==> src/rtl/pcb_pkg.sv <==
// Purpose: Shared constants for the profiling control block loader
// Assumes: 32-bit AXI4-Lite register window, byte addresses
// Notes:   Event specifiers sit in pairs (interval, counter) from EVT_BASE
package pcb_pkg;
    localparam int          DATA_W     = 32;
    localparam int          ADDR_W     = 8;
    localparam int          FIELD_W    = 26;
    localparam int          FIELD_SIGN = 25;
    localparam int          ID_W       = 8;

    // Register byte addresses
    localparam logic [7:0]  A_CTRL     = 8'h00;
    localparam logic [7:0]  A_FLAGS    = 8'h04;
    localparam logic [7:0]  A_RSIZE    = 8'h08;
    localparam logic [7:0]  A_TAIL     = 8'h0c;
    localparam logic [7:0]  A_HEAD     = 8'h10;
    localparam logic [7:0]  A_THRESH   = 8'h14;
    localparam logic [7:0]  A_MISS_LO  = 8'h18;
    localparam logic [7:0]  A_MISS_HI  = 8'h1c;
    localparam logic [7:0]  A_ISTAT    = 8'h20;
    localparam logic [7:0]  A_IMASK    = 8'h24;
    localparam logic [7:0]  A_EVT_BASE = 8'h40;
    localparam int          EVT_SHIFT  = 3;
    localparam int          EVT_CTR_B  = 2;

    // Control register bits
    localparam int          CTL_LOAD   = 0;
    localparam int          CTL_SAVE   = 1;
    localparam int          CTL_STOP   = 2;

    // Flags word bits
    localparam int          FLG_VAL    = 1;
    localparam int          FLG_CONTINUOUS_MODE_BIT   = 29;
    localparam int          FLG_PERF_TIMESTAMP_BIT   = 30;
    localparam int          FLG_INT    = 31;

    // Interrupt status bits
    localparam int          IST_W      = 3;
    localparam int          IST_THRESH = 0;
    localparam int          IST_MISS   = 1;
    localparam int          IST_LOAD   = 2;

    localparam logic [1:0]  RESP_OKAY  = 2'h0;
    localparam logic [1:0]  RESP_SLVERR = 2'h2;
    localparam logic [31:0] RECORD_SIZE = 32'h0000_0020;
    localparam logic [25:0] MIN_INTERVAL_DEF = 26'h000_0010;
endpackage : pcb_pkg

==> src/rtl/pcb_loader.sv <==
// Purpose: Profiling control block loader with event counting and ring
// Assumes: AXI4-Lite slave window holds the control block image
// Notes:   Load sanitises the image in one cycle and writes it back
//
// What this block does
// - Value sample interval n stores a record after n+1 samples.
// - Negative value sample interval loads as zero and writes zero back.
// - Only value sample may go below the minimum; others clamp to it.
// - Signed counters; negative start loads zero; save stores count.
// - Retired instruction interval n stores a record after n+1 events.
// - Negative or small retired interval becomes minimum, written back.
// - Events three upward use the same interval and counter handling.
// - Load reads the flags word to pick events and threshold interrupts.
// - Flags written back with unavailable feature bits cleared.
// - Flag bits 1 to 6 enable the six events in order.
// - Bit 29 continuous mode stores and advances head on overflow.
// - Continuous only when bit set and available, else synchronized.
// - Flag 30 with timestamp available stores timestamp, otherwise zero.
// - Flag 31 enables threshold interrupts on ring fill level.
// - After each head advance, used space at threshold raises interrupt.
// - Synchronized mode full ring keeps head and counts a missed event.
//
// Local design decisions: register access over AXI4-Lite and the address map.
`timescale 1ns/1ps
module pcb_loader
    import pcb_pkg::*;
#(
    parameter int                  NUM_EV       = 6,
    parameter logic [FIELD_W-1:0]  MIN_INTERVAL = MIN_INTERVAL_DEF,
    parameter bit                  CONTINUOUS_MODE_BIT_AVAIL   = 1'b1,
    parameter bit                  PERF_TIMESTAMP_BIT_AVAIL   = 1'b1,
    parameter bit                  INT_AVAIL    = 1'b1
) (
    input  wire logic                        ref_clk_in,    // Core clock
    input  wire logic                        arst_n_in,     // Async reset
    input  wire logic [pcb_pkg::ADDR_W-1:0]  s_axi_awaddr,  // Write address
    input  wire logic                        s_axi_awvalid, // Addr valid
    output logic                             s_axi_awready, // Addr ready
    input  wire logic [pcb_pkg::DATA_W-1:0]  s_axi_wdata,   // Write data
    input  wire logic [3:0]                  s_axi_wstrb,   // Byte enables
    input  wire logic                        s_axi_wvalid,  // Data valid
    output logic                             s_axi_wready,  // Data ready
    output logic [1:0]                       s_axi_bresp,   // Write resp
    output logic                             s_axi_bvalid,  // Resp valid
    input  wire logic                        s_axi_bready,  // Resp ready
    input  wire logic [pcb_pkg::ADDR_W-1:0]  s_axi_araddr,  // Read address
    input  wire logic                        s_axi_arvalid, // Addr valid
    output logic                             s_axi_arready, // Addr ready
    output logic [pcb_pkg::DATA_W-1:0]       s_axi_rdata,   // Read data
    output logic [1:0]                       s_axi_rresp,   // Read resp
    output logic                             s_axi_rvalid,  // Data valid
    input  wire logic                        s_axi_rready,  // Data ready
    input  wire logic [NUM_EV-1:0]           ev_in,         // Event pulses
    input  wire logic [pcb_pkg::DATA_W-1:0]  perf_timestamp_bit_in,       // Timestamp
    output logic                             rec_valid_out, // Record pulse
    output logic [pcb_pkg::ID_W-1:0]         rec_id_out,    // Record event
    output logic [pcb_pkg::DATA_W-1:0]       rec_ts_out,    // Record stamp
    output logic [pcb_pkg::DATA_W-1:0]       rec_offset_out, // Record slot
    output logic                             active_out,    // Profiling on
    output logic                             irq_out        // Interrupt
);
    typedef struct packed {
        logic                            awready;
        logic                            wready;
        logic                            aw_got;
        logic                            w_got;
        logic [ADDR_W-1:0]               awaddr;
        logic [DATA_W-1:0]               wdata;
        logic [3:0]                      wstrb;
        logic                            bvalid;
        logic [1:0]                      bresp;
        logic                            arready;
        logic                            rvalid;
        logic [1:0]                      rresp;
        logic [DATA_W-1:0]               rdata;
        logic                            active;
        logic [DATA_W-1:0]               flags;
        logic [DATA_W-1:0]               ring_size;
        logic [DATA_W-1:0]               tail;
        logic [DATA_W-1:0]               head;
        logic [DATA_W-1:0]               thresh;
        logic [2*DATA_W-1:0]             missed;
        logic [IST_W-1:0]                ist;
        logic [IST_W-1:0]                imask;
        logic [NUM_EV-1:0][DATA_W-1:0]   intv;
        logic [NUM_EV-1:0][DATA_W-1:0]   ctr;
        logic [NUM_EV-1:0][FIELD_W-1:0]  cnt;
        logic                            rec_valid;
        logic [ID_W-1:0]                 rec_id;
        logic [DATA_W-1:0]               rec_ts;
        logic [DATA_W-1:0]               rec_offset;
        logic                            irq;
    } pcb_state_t;

    pcb_state_t                  s;
    pcb_state_t                  n;
    logic [NUM_EV-1:0][DATA_W-1:0] clean_intv;
    logic [NUM_EV-1:0][DATA_W-1:0] clean_ctr;
    logic [DATA_W-1:0]           next_head;
    logic                        ring_full;
    logic                        thr_hit;
    logic                        load_req;
    logic                        rec_fire;
    logic [NUM_EV-1:0]           hit;
    logic [ID_W-1:0]             sel_id;
    logic [IST_W-1:0]            ist_clr;
    logic [DATA_W-1:0]           avail;

    // Bit mask of the flags that this implementation can honour
    function automatic logic [DATA_W-1:0] avail_mask();
        logic [DATA_W-1:0] m;
        m = '0;
        for (int i = 0; i < NUM_EV; i++)
            m[FLG_VAL+i] = 1'b1;
        m[FLG_CONTINUOUS_MODE_BIT] = CONTINUOUS_MODE_BIT_AVAIL;
        m[FLG_PERF_TIMESTAMP_BIT] = PERF_TIMESTAMP_BIT_AVAIL;
        m[FLG_INT]  = INT_AVAIL;
        return m;
    endfunction : avail_mask

    function automatic logic [DATA_W-1:0] merge(
        input logic [DATA_W-1:0] old_w,
        input logic [DATA_W-1:0] new_w,
        input logic [3:0]        strb
    );
        logic [DATA_W-1:0] r;
        r = old_w;
        for (int b = 0; b < 4; b++)
            if (strb[b])
                r[8*b +: 8] = new_w[8*b +: 8];
        return r;
    endfunction : merge

    // Event slot of an address, NUM_EV when outside the specifier area
    function automatic int evt_index(input logic [ADDR_W-1:0] a);
        int k;
        k = NUM_EV;
        if (a >= A_EVT_BASE)
            k = int'((a - A_EVT_BASE) >> EVT_SHIFT);
        if (k > NUM_EV)
            k = NUM_EV;
        return k;
    endfunction : evt_index

    for (genvar g = 0; g < NUM_EV; g++) begin : g_clean
        pcb_sanitise #(
            .IS_VALUE_SAMPLE (g == 0)
        ) u_clean (
            .interval_in  (s.intv[g]),
            .counter_in   (s.ctr[g]),
            .min_in       (MIN_INTERVAL),
            .interval_out (clean_intv[g]),
            .counter_out  (clean_ctr[g])
        );
    end

    pcb_ring u_ring (
        .head_in    (s.head),
        .tail_in    (s.tail),
        .size_in    (s.ring_size),
        .thresh_in  (s.thresh),
        .head_out   (next_head),
        .full_out   (ring_full),
        .thresh_out (thr_hit)
    );

    always_comb begin
        int k;
        k        = NUM_EV;
        n        = s;
        avail    = avail_mask();
        load_req = 1'b0;
        ist_clr  = '0;
        hit      = '0;
        sel_id   = '0;
        rec_fire = 1'b0;
        n.rec_valid = 1'b0;

        // Write channel: address and data taken in either order
        if (s_axi_awvalid && s.awready) begin
            n.aw_got = 1'b1;
            n.awaddr = s_axi_awaddr;
        end
        if (s_axi_wvalid && s.wready) begin
            n.w_got = 1'b1;
            n.wdata = s_axi_wdata;
            n.wstrb = s_axi_wstrb;
        end
        if (s.bvalid && s_axi_bready)
            n.bvalid = 1'b0;
        if (s.aw_got && s.w_got) begin
            n.aw_got = 1'b0;
            n.w_got  = 1'b0;
            n.bvalid = 1'b1;
            n.bresp  = RESP_OKAY;
            k = evt_index(s.awaddr);
            unique case (s.awaddr)
                A_CTRL: begin
                    if (s.wstrb[0]) begin
                        load_req = s.wdata[CTL_LOAD];
                        if (s.wdata[CTL_SAVE])
                            for (int i = 0; i < NUM_EV; i++)
                                n.ctr[i] = {{(DATA_W-FIELD_W){1'b0}},
                                            s.cnt[i]};
                        if (s.wdata[CTL_STOP])
                            n.active = 1'b0;
                    end
                end
                A_FLAGS:  n.flags     = merge(s.flags, s.wdata, s.wstrb);
                A_RSIZE:  n.ring_size = merge(s.ring_size, s.wdata, s.wstrb);
                A_TAIL:   n.tail      = merge(s.tail, s.wdata, s.wstrb);
                A_THRESH: n.thresh    = merge(s.thresh, s.wdata, s.wstrb);
                A_ISTAT:  ist_clr     = s.wdata[IST_W-1:0];
                A_IMASK:  n.imask     = s.wdata[IST_W-1:0];
                A_HEAD, A_MISS_LO, A_MISS_HI: ;
                default: begin
                    if (k < NUM_EV) begin
                        if (s.awaddr[EVT_CTR_B])
                            n.ctr[k] = merge(s.ctr[k], s.wdata, s.wstrb);
                        else
                            n.intv[k] = merge(s.intv[k], s.wdata, s.wstrb);
                    end else begin
                        n.bresp = RESP_SLVERR;
                    end
                end
            endcase
        end
        n.awready = !n.aw_got && !n.bvalid;
        n.wready  = !n.w_got && !n.bvalid;

        // Read channel
        if (s.rvalid && s_axi_rready) begin
            n.rvalid  = 1'b0;
            n.arready = 1'b1;
        end
        if (s_axi_arvalid && s.arready) begin
            n.arready = 1'b0;
            n.rvalid  = 1'b1;
            n.rresp   = RESP_OKAY;
            k = evt_index(s_axi_araddr);
            unique case (s_axi_araddr)
                A_CTRL:    n.rdata = {{(DATA_W-1){1'b0}}, s.active};
                A_FLAGS:   n.rdata = s.flags;
                A_RSIZE:   n.rdata = s.ring_size;
                A_TAIL:    n.rdata = s.tail;
                A_HEAD:    n.rdata = s.head;
                A_THRESH:  n.rdata = s.thresh;
                A_MISS_LO: n.rdata = s.missed[DATA_W-1:0];
                A_MISS_HI: n.rdata = s.missed[2*DATA_W-1:DATA_W];
                A_ISTAT:   n.rdata = {{(DATA_W-IST_W){1'b0}}, s.ist};
                A_IMASK:   n.rdata = {{(DATA_W-IST_W){1'b0}}, s.imask};
                default: begin
                    if (k < NUM_EV) begin
                        n.rdata = s_axi_araddr[EVT_CTR_B] ? s.ctr[k]
                                                          : s.intv[k];
                    end else begin
                        n.rdata = '0;
                        n.rresp = RESP_SLVERR;
                    end
                end
            endcase
        end

        n.arready = !n.rvalid;
        n.ist = s.ist & ~ist_clr;
        if (load_req) begin
            // Image is sanitised and written back in place
            n.flags  = s.flags & avail;
            n.active = 1'b1;
            for (int i = 0; i < NUM_EV; i++) begin
                n.intv[i] = clean_intv[i];
                n.ctr[i]  = clean_ctr[i];
                n.cnt[i]  = clean_ctr[i][FIELD_W-1:0];
            end
            n.ist[IST_LOAD] = 1'b1;
        end else if (s.active) begin
            for (int i = 0; i < NUM_EV; i++) begin
                if (ev_in[i] && s.flags[FLG_VAL+i]) begin
                    if (s.cnt[i] == '0) begin
                        hit[i]   = 1'b1;
                        n.cnt[i] = s.intv[i][FIELD_W-1:0];
                    end else begin
                        n.cnt[i] = s.cnt[i] - 1'b1;
                    end
                end
            end
            // Lowest event number gets the record slot this cycle
            for (int i = NUM_EV - 1; i >= 0; i--)
                if (hit[i])
                    sel_id = ID_W'(i + 1);
            rec_fire = |hit;
        end

        if (rec_fire) begin
            n.rec_valid  = 1'b1;
            n.rec_id     = sel_id;
            n.rec_offset = s.head;
            n.rec_ts     = s.flags[FLG_PERF_TIMESTAMP_BIT] ? perf_timestamp_bit_in : '0;
            if (ring_full && !s.flags[FLG_CONTINUOUS_MODE_BIT]) begin
                n.missed = s.missed + 1'b1;
                n.ist[IST_MISS] = 1'b1;
            end else begin
                n.head = next_head;
                if (s.flags[FLG_INT] && thr_hit)
                    n.ist[IST_THRESH] = 1'b1;
            end
        end
        n.irq = |(n.ist & n.imask);
    end

    always_ff @(posedge ref_clk_in or negedge arst_n_in) begin
        if (!arst_n_in)
            s <= '0;
        else
            s <= n;
    end

    assign s_axi_awready  = s.awready;
    assign s_axi_wready   = s.wready;
    assign s_axi_bresp    = s.bresp;
    assign s_axi_bvalid   = s.bvalid;
    assign s_axi_arready  = s.arready;
    assign s_axi_rdata    = s.rdata;
    assign s_axi_rresp    = s.rresp;
    assign s_axi_rvalid   = s.rvalid;
    assign rec_valid_out  = s.rec_valid;
    assign rec_id_out     = s.rec_id;
    assign rec_ts_out     = s.rec_ts;
    assign rec_offset_out = s.rec_offset;
    assign active_out     = s.active;
    assign irq_out        = s.irq;
endmodule : pcb_loader

==> src/rtl/pcb_ring.sv <==
// Purpose: Ring buffer head advance, full check and fill level compare
// Assumes: Head and tail are below the ring size
// Notes:   Combinational; the caller decides whether the head moves
`timescale 1ns/1ps
module pcb_ring
    import pcb_pkg::*;
(
    input  wire logic [pcb_pkg::DATA_W-1:0] head_in,   // Current head
    input  wire logic [pcb_pkg::DATA_W-1:0] tail_in,   // Software tail
    input  wire logic [pcb_pkg::DATA_W-1:0] size_in,   // Ring size
    input  wire logic [pcb_pkg::DATA_W-1:0] thresh_in, // Fill threshold
    output logic      [pcb_pkg::DATA_W-1:0] head_out,  // Advanced head
    output logic                            full_out,  // Advance hits tail
    output logic                            thresh_out // Fill reaches level
);
    logic [DATA_W:0]   sum;
    logic [DATA_W:0]   used;

    always_comb begin
        sum = {1'b0, head_in} + {1'b0, RECORD_SIZE};
        if (sum >= {1'b0, size_in})
            sum = sum - {1'b0, size_in};
        head_out = sum[DATA_W-1:0];
        full_out = (head_out == tail_in);
        // Used space is head minus tail modulo the ring size
        if (head_out >= tail_in)
            used = {1'b0, head_out} - {1'b0, tail_in};
        else
            used = {1'b0, head_out} + {1'b0, size_in} - {1'b0, tail_in};
        thresh_out = (used >= {1'b0, thresh_in});
    end
endmodule : pcb_ring

==> src/rtl/pcb_sanitise.sv <==
// Purpose: Cleans one interval/counter pair of the control block on load
// Assumes: Raw words straight from the stored control block image
// Notes:   Purely combinational; upper specifier bits come back as zero
`timescale 1ns/1ps
module pcb_sanitise
    import pcb_pkg::*;
#(
    parameter bit IS_VALUE_SAMPLE = 1'b0
) (
    input  wire logic [pcb_pkg::DATA_W-1:0]  interval_in, // Raw interval
    input  wire logic [pcb_pkg::DATA_W-1:0]  counter_in,  // Raw counter
    input  wire logic [pcb_pkg::FIELD_W-1:0] min_in,      // Least interval
    output logic      [pcb_pkg::DATA_W-1:0]  interval_out, // Clean interval
    output logic      [pcb_pkg::DATA_W-1:0]  counter_out   // Clean counter
);
    logic [FIELD_W-1:0] intv;
    logic [FIELD_W-1:0] ctr;

    always_comb begin
        intv = interval_in[FIELD_W-1:0];
        ctr  = counter_in[FIELD_W-1:0];
        if (IS_VALUE_SAMPLE) begin
            if (intv[FIELD_SIGN])
                intv = '0;
        end else if (intv[FIELD_SIGN] || intv < min_in) begin
            intv = min_in;
        end
        if (ctr[FIELD_SIGN])
            ctr = '0;
        interval_out = {{(DATA_W-FIELD_W){1'b0}}, intv};
        counter_out  = {{(DATA_W-FIELD_W){1'b0}}, ctr};
    end
endmodule : pcb_sanitise

==> config.mk <==
export PLATFORM = sky130hd
export DESIGN_NAME = pcb_loader
export DESIGN_NICKNAME = d
export VERILOG_FILES = /design/src/rtl/pcb_pkg.sv /design/src/rtl/pcb_loader.sv /design/src/rtl/pcb_ring.sv /design/src/rtl/pcb_sanitise.sv
export SDC_FILE = /design/constraint.sdc
export NUM_CORES = 2
export LEC_CHECK = 0
export BUFFER_PORTS_ARGS = -buffer_cell sky130_fd_sc_hd__buf_2
export CAP_MARGIN = 30
export CORE_MARGIN = 5
export CORE_UTILIZATION = 48
export CTS_CLUSTER_SIZE = 12
export DETAILED_ROUTE_END_ITERATION = 16
export PLACE_DENSITY = 0.63
export RECOVER_POWER = 50
export SKIP_LAST_GASP = 1
export SLEW_MARGIN = 20
export SYNTH_ARGS = -nofsm -noshare
export SYNTH_HDL_FRONTEND = slang
export SYNTH_SLANG_ARGS = --single-unit
==> constraint.sdc <==
create_clock -name ref_clk_in -period 11.95 [get_ports ref_clk_in]
set_input_delay 1.195 -clock ref_clk_in [delete_from_list [all_inputs] [get_ports ref_clk_in]]
set_output_delay 1.195 -clock ref_clk_in [all_outputs]
set_load 0.005 [all_outputs]
==> metrics.md <==
| Metric | Value |
|---|---|
| Status | finished with violations |
| Failing checks | max-capacitance violations, max-slew violations |
| Yosys reg bits | about 930 |
| Largest cells by area after synthesis | sky130_fd_sc_hd__dfrtp_1, sky130_fd_sc_hd__o21ai_0, sky130_fd_sc_hd__nand2_1, sky130_fd_sc_hd__mux4_2, sky130_fd_sc_hd__a21oi_1 |
| TritonCTS clock tree | yes |
| Required time worst endpoint | about 13 ns |
| Clock H-tree levels | 3 |
| Launching element of the worst setup path | s[721]$_DFFE_PN0P_ |
| Asr flop ratio synth | 100% |
| Synthesized instance count | approximately 6400 |
| Hold-fix buffer count after cts | 0 |
| Cells on worst reg2reg path | 37 |
| Initial DRC Count | between 6000 and 7000 |
| Number of endpoints failing setup at the final stage | 0 |
| Largest net degree at the start of global routing | 170 |
| Initial Utilization | between 40% and 50% |
| WL/cell | approximately 30 um |
| Max clock buf depth | 3 |
| Post-CTS clock slew at the launch and capture registers of the worst setup and hold paths | 0.06 ns |
| Congestion Overflow GR | 0 |
| Fraction of layout instances using a drive strength above 1 | 11.0% |
| Final net count | ~6600 |
| Reg-to-reg setup timing slack | roughly 1.4 ns |
| Slew HR | -313% |
| Final core utilization | ~53% |
| Area delta synth->final | 9.59% |
| End point of the worst hold path | rec_offset_out[23]$_DFFE_PN0P_ |
| Launch point of the worst hold path | rec_offset_out[23]$_DFFE_PN0P_ |
| Final-layout worst hold slack | approximately 0.46 ns |
| Reg2reg start | s[721]$_DFFE_PN0P_ |
| CP peak stage delay | just under 0.8 ns |
| Antenna Nets Post-Route | 0 |
| Final count of pins violating max slew | around 940 |
| Core Rows | around 130 |
| Count of flip-flops with a built-in enable after synthesis | 0 |
| Clock skew after layout | between 0.02 and 0.03 ns |
| Shortest clock period the worst path allows after layout | 10.59 ns |
| Aggregate routed wire length | around 230 mm |
| Top-Level Pins | between 200 and 250 |
| Number of gates resized after cts | 0 |
| Transition at the pin with the smallest max-transition slack | 6.20 ns |
| Setup CP Type | flip-flop to flip-flop |
| Number of vias after detailed routing | roughly 53000 |
| HPWL after detailed placement | approximately 170 mm |
| Hold Path Depth | 2 |
| Capturing point of the worst reg2reg path | irq_out$_DFF_PN0_ |
| Core area | approximately 120000 um^2 |
| Achievable clock frequency | about 94 MHz |
| Cell with the largest stage delay on the worst path | sky130_fd_sc_hd__nor4_1 |
| Antenna violations before repair | 14 |
| Startpoint type of the worst setup path | flip-flop |
| Dominant register cell in the synthesized netlist | sky130_fd_sc_hd__dfrtp_1 |
| Die Span Y | 353 um |
| Unique masters post-synth | 85 |
| Max-cap check violation count | 14 |
| Gr usage total | around 36% |
| Most frequent cell after synthesis | sky130_fd_sc_hd__nand2_1 |
| Die area | approximately 120000 um^2 |
| First-pass GRT wire length | 342 mm |
| Cts bufs inserted | around 110 |
| Drt pass-1 iters | 6 |
| Total Negative Setup Slacks | 0 ns |
| CTS Root Cell | sky130_fd_sc_hd__clkbuf_16 |
| Remaining routing DRC violations | 0 |
| Final Hold Fails | 0 |
| Most instantiated cells after synthesis | sky130_fd_sc_hd__nand2_1, sky130_fd_sc_hd__dfrtp_1, sky130_fd_sc_hd__o21ai_0 |
| Hold Path Class | flip-flop to flip-flop |
| Area share of the largest cell type after synthesis | between 40% and 50% |
| Routability-driven placement congestion ratio | 1.01 |
| Non-filler instance count after layout | about 8000 |
| Chip Width | 353 um |
| Critical Path AT | ~11 ns |
| Critical Path Most Common Cell | sky130_fd_sc_hd__ha_1 |
| Via count of the first global-routing pass | between 50000 and 60000 |
| Largest fanout on the critical path | slightly above 60 |
| IO Port Bufs | between 200 and 250 |
| Clock Latency Late Sink | 0.71 ns |
| Kind of capture point of the worst setup path | flip-flop |
| Setup Buffers After CTS | 0 |
| Post-DR vias/cell | ~6.6 |
| Cell type contributing the most total cell area after synthesis | sky130_fd_sc_hd__dfrtp_1 |
| Number of clock sinks | ~900 |
| Number of placed instances, taps included | 7757 |
| Share of synthesized area occupied by flip-flops and latches | a little over 40% |
| Post-synthesis instance area | between 50000 and 60000 um^2 |
| RSZ-0062 raised after global routing | no |
| Share of the cycle needed by the critical path after routing | between 80% and 90% |
| Yosys Warn Count | 0 |
| Post-Syn Area per Cell | 8.82 um^2 |
-- routing by layer --
| layer | up-vias | share of wire [%] | GRT usage (%) |
|---|---|---|---|
| li1 | 23100 | - | - |
| met1 | 26100 | 39 | 48.5 |
| met2 | 3240 | 43 | 55.0 |
| met3 | 572 | 12 | 10.2 |
| met4 | 4 | 5.4 | 16.2 |
| met5 | - | 0.012 | 0 |
-- flip-flops by register name, summed over array words and instances (netlist names), 3 cells and up --
name / flops
rec_id_out: 3
s: 816
rec_ts_out: 32
s_axi_rdata: 32
rec_offset_out: 32
-- stage by stage --
stage / cell area (um^2) / setup slack, ns
2_1_floorplan: 56600 / 3.57
3_3_place_gp: 58200 / 1.55
3_5_place_dp: 58400 / 1.42
4_1_cts: 62000 / 1.38
5_1_grt: 61900 / 0.484
6_report: 62000 / 1.36
-- worst max path at each step --
stage / end / slack, ns / cells after the start
6_report: irq_out$_DFF_PN0_ / 1.36 / 37
5_1_grt: s[546]$_DFFE_PN0P_ / 0.48 / 3
4_1_cts: irq_out$_DFF_PN0_ / 1.38 / 37
3_5_place_dp: irq_out$_DFF_PN0_ / 1.42 / 37
3_3_place_gp: irq_out$_DFF_PN0_ / 1.55 / 37
2_1_floorplan: irq_out$_DFF_PN0_ / 3.57 / 42
-- kinds of logic (layout without fill, tap and decap cells) --
kind of cell | count (synthesis) | in the layout | synth area share [%]
AND/OR/NAND/NOR | 2174 | 2174 | 17.7
adder cells (fa/ha/maj) | 170 | 170 | 4.21
other | 1 | 11 | 0.00663
flip-flops | 925 | 925 | 40.9
buffers and inverters | 723 | 741 | 5.59
XOR/XNOR | 198 | 198 | 3.07
multiplexers | 244 | 244 | 6.69
AO/OA/AOI/OAI | 1972 | 1972 | 21.7
-- layout by cell type, fill, tap and decap left out, types with 109 or more instances in the layout --
master,synthesis,final
sky130_fd_sc_hd__o221ai_1,128,128
sky130_fd_sc_hd__clkbuf_1,367,119
sky130_fd_sc_hd__ha_1,136,136
sky130_fd_sc_hd__nand3b_1,126,126
sky130_fd_sc_hd__nand3_1,174,170
sky130_fd_sc_hd__a21oi_1,404,403
sky130_fd_sc_hd__nand2_1,966,962
sky130_fd_sc_hd__a22o_1,188,188
sky130_fd_sc_hd__buf_2,3,131
sky130_fd_sc_hd__nor3_1,177,173
sky130_fd_sc_hd__o21ai_0,751,751
sky130_fd_sc_hd__inv_1,196,196
sky130_fd_sc_hd__nor2_1,402,388
sky130_fd_sc_hd__xnor2_1,133,133
sky130_fd_sc_hd__dfrtp_1,925,925
sky130_fd_sc_hd__buf_4,109,111
sky130_fd_sc_hd__clkbuf_16,0,109
-- layout make-up --
| cell class | count | area [um^2] |
|---|---|---|
| inverters | 197 | 739 |
| well taps | 1536 | 1920 |
| flip-flops and latches | 925 | 23100 |
| diodes | 4 | 10.0 |
| clock inverters | 31 | 395 |
| multi-input cells | 4765 | 30500 |
| clock buffers | 164 | 3200 |
| fillers | 11000 | 55500 |
| repair buffers | 349 | 2030 |
-- worst max-delay path: cells and delay by family (launching register included) --
family	cells	cell delay, ns
compound gates	12	2.81
flops	1	0.47
xor+xnor	1	0.19
simple gates	17	4.73
fa+ha+maj	4	1.30
buf+inv	3	0.94
Power is not shown: default switching activity piles up to over one toggle a cycle in this logic, so the estimate is an artifact.
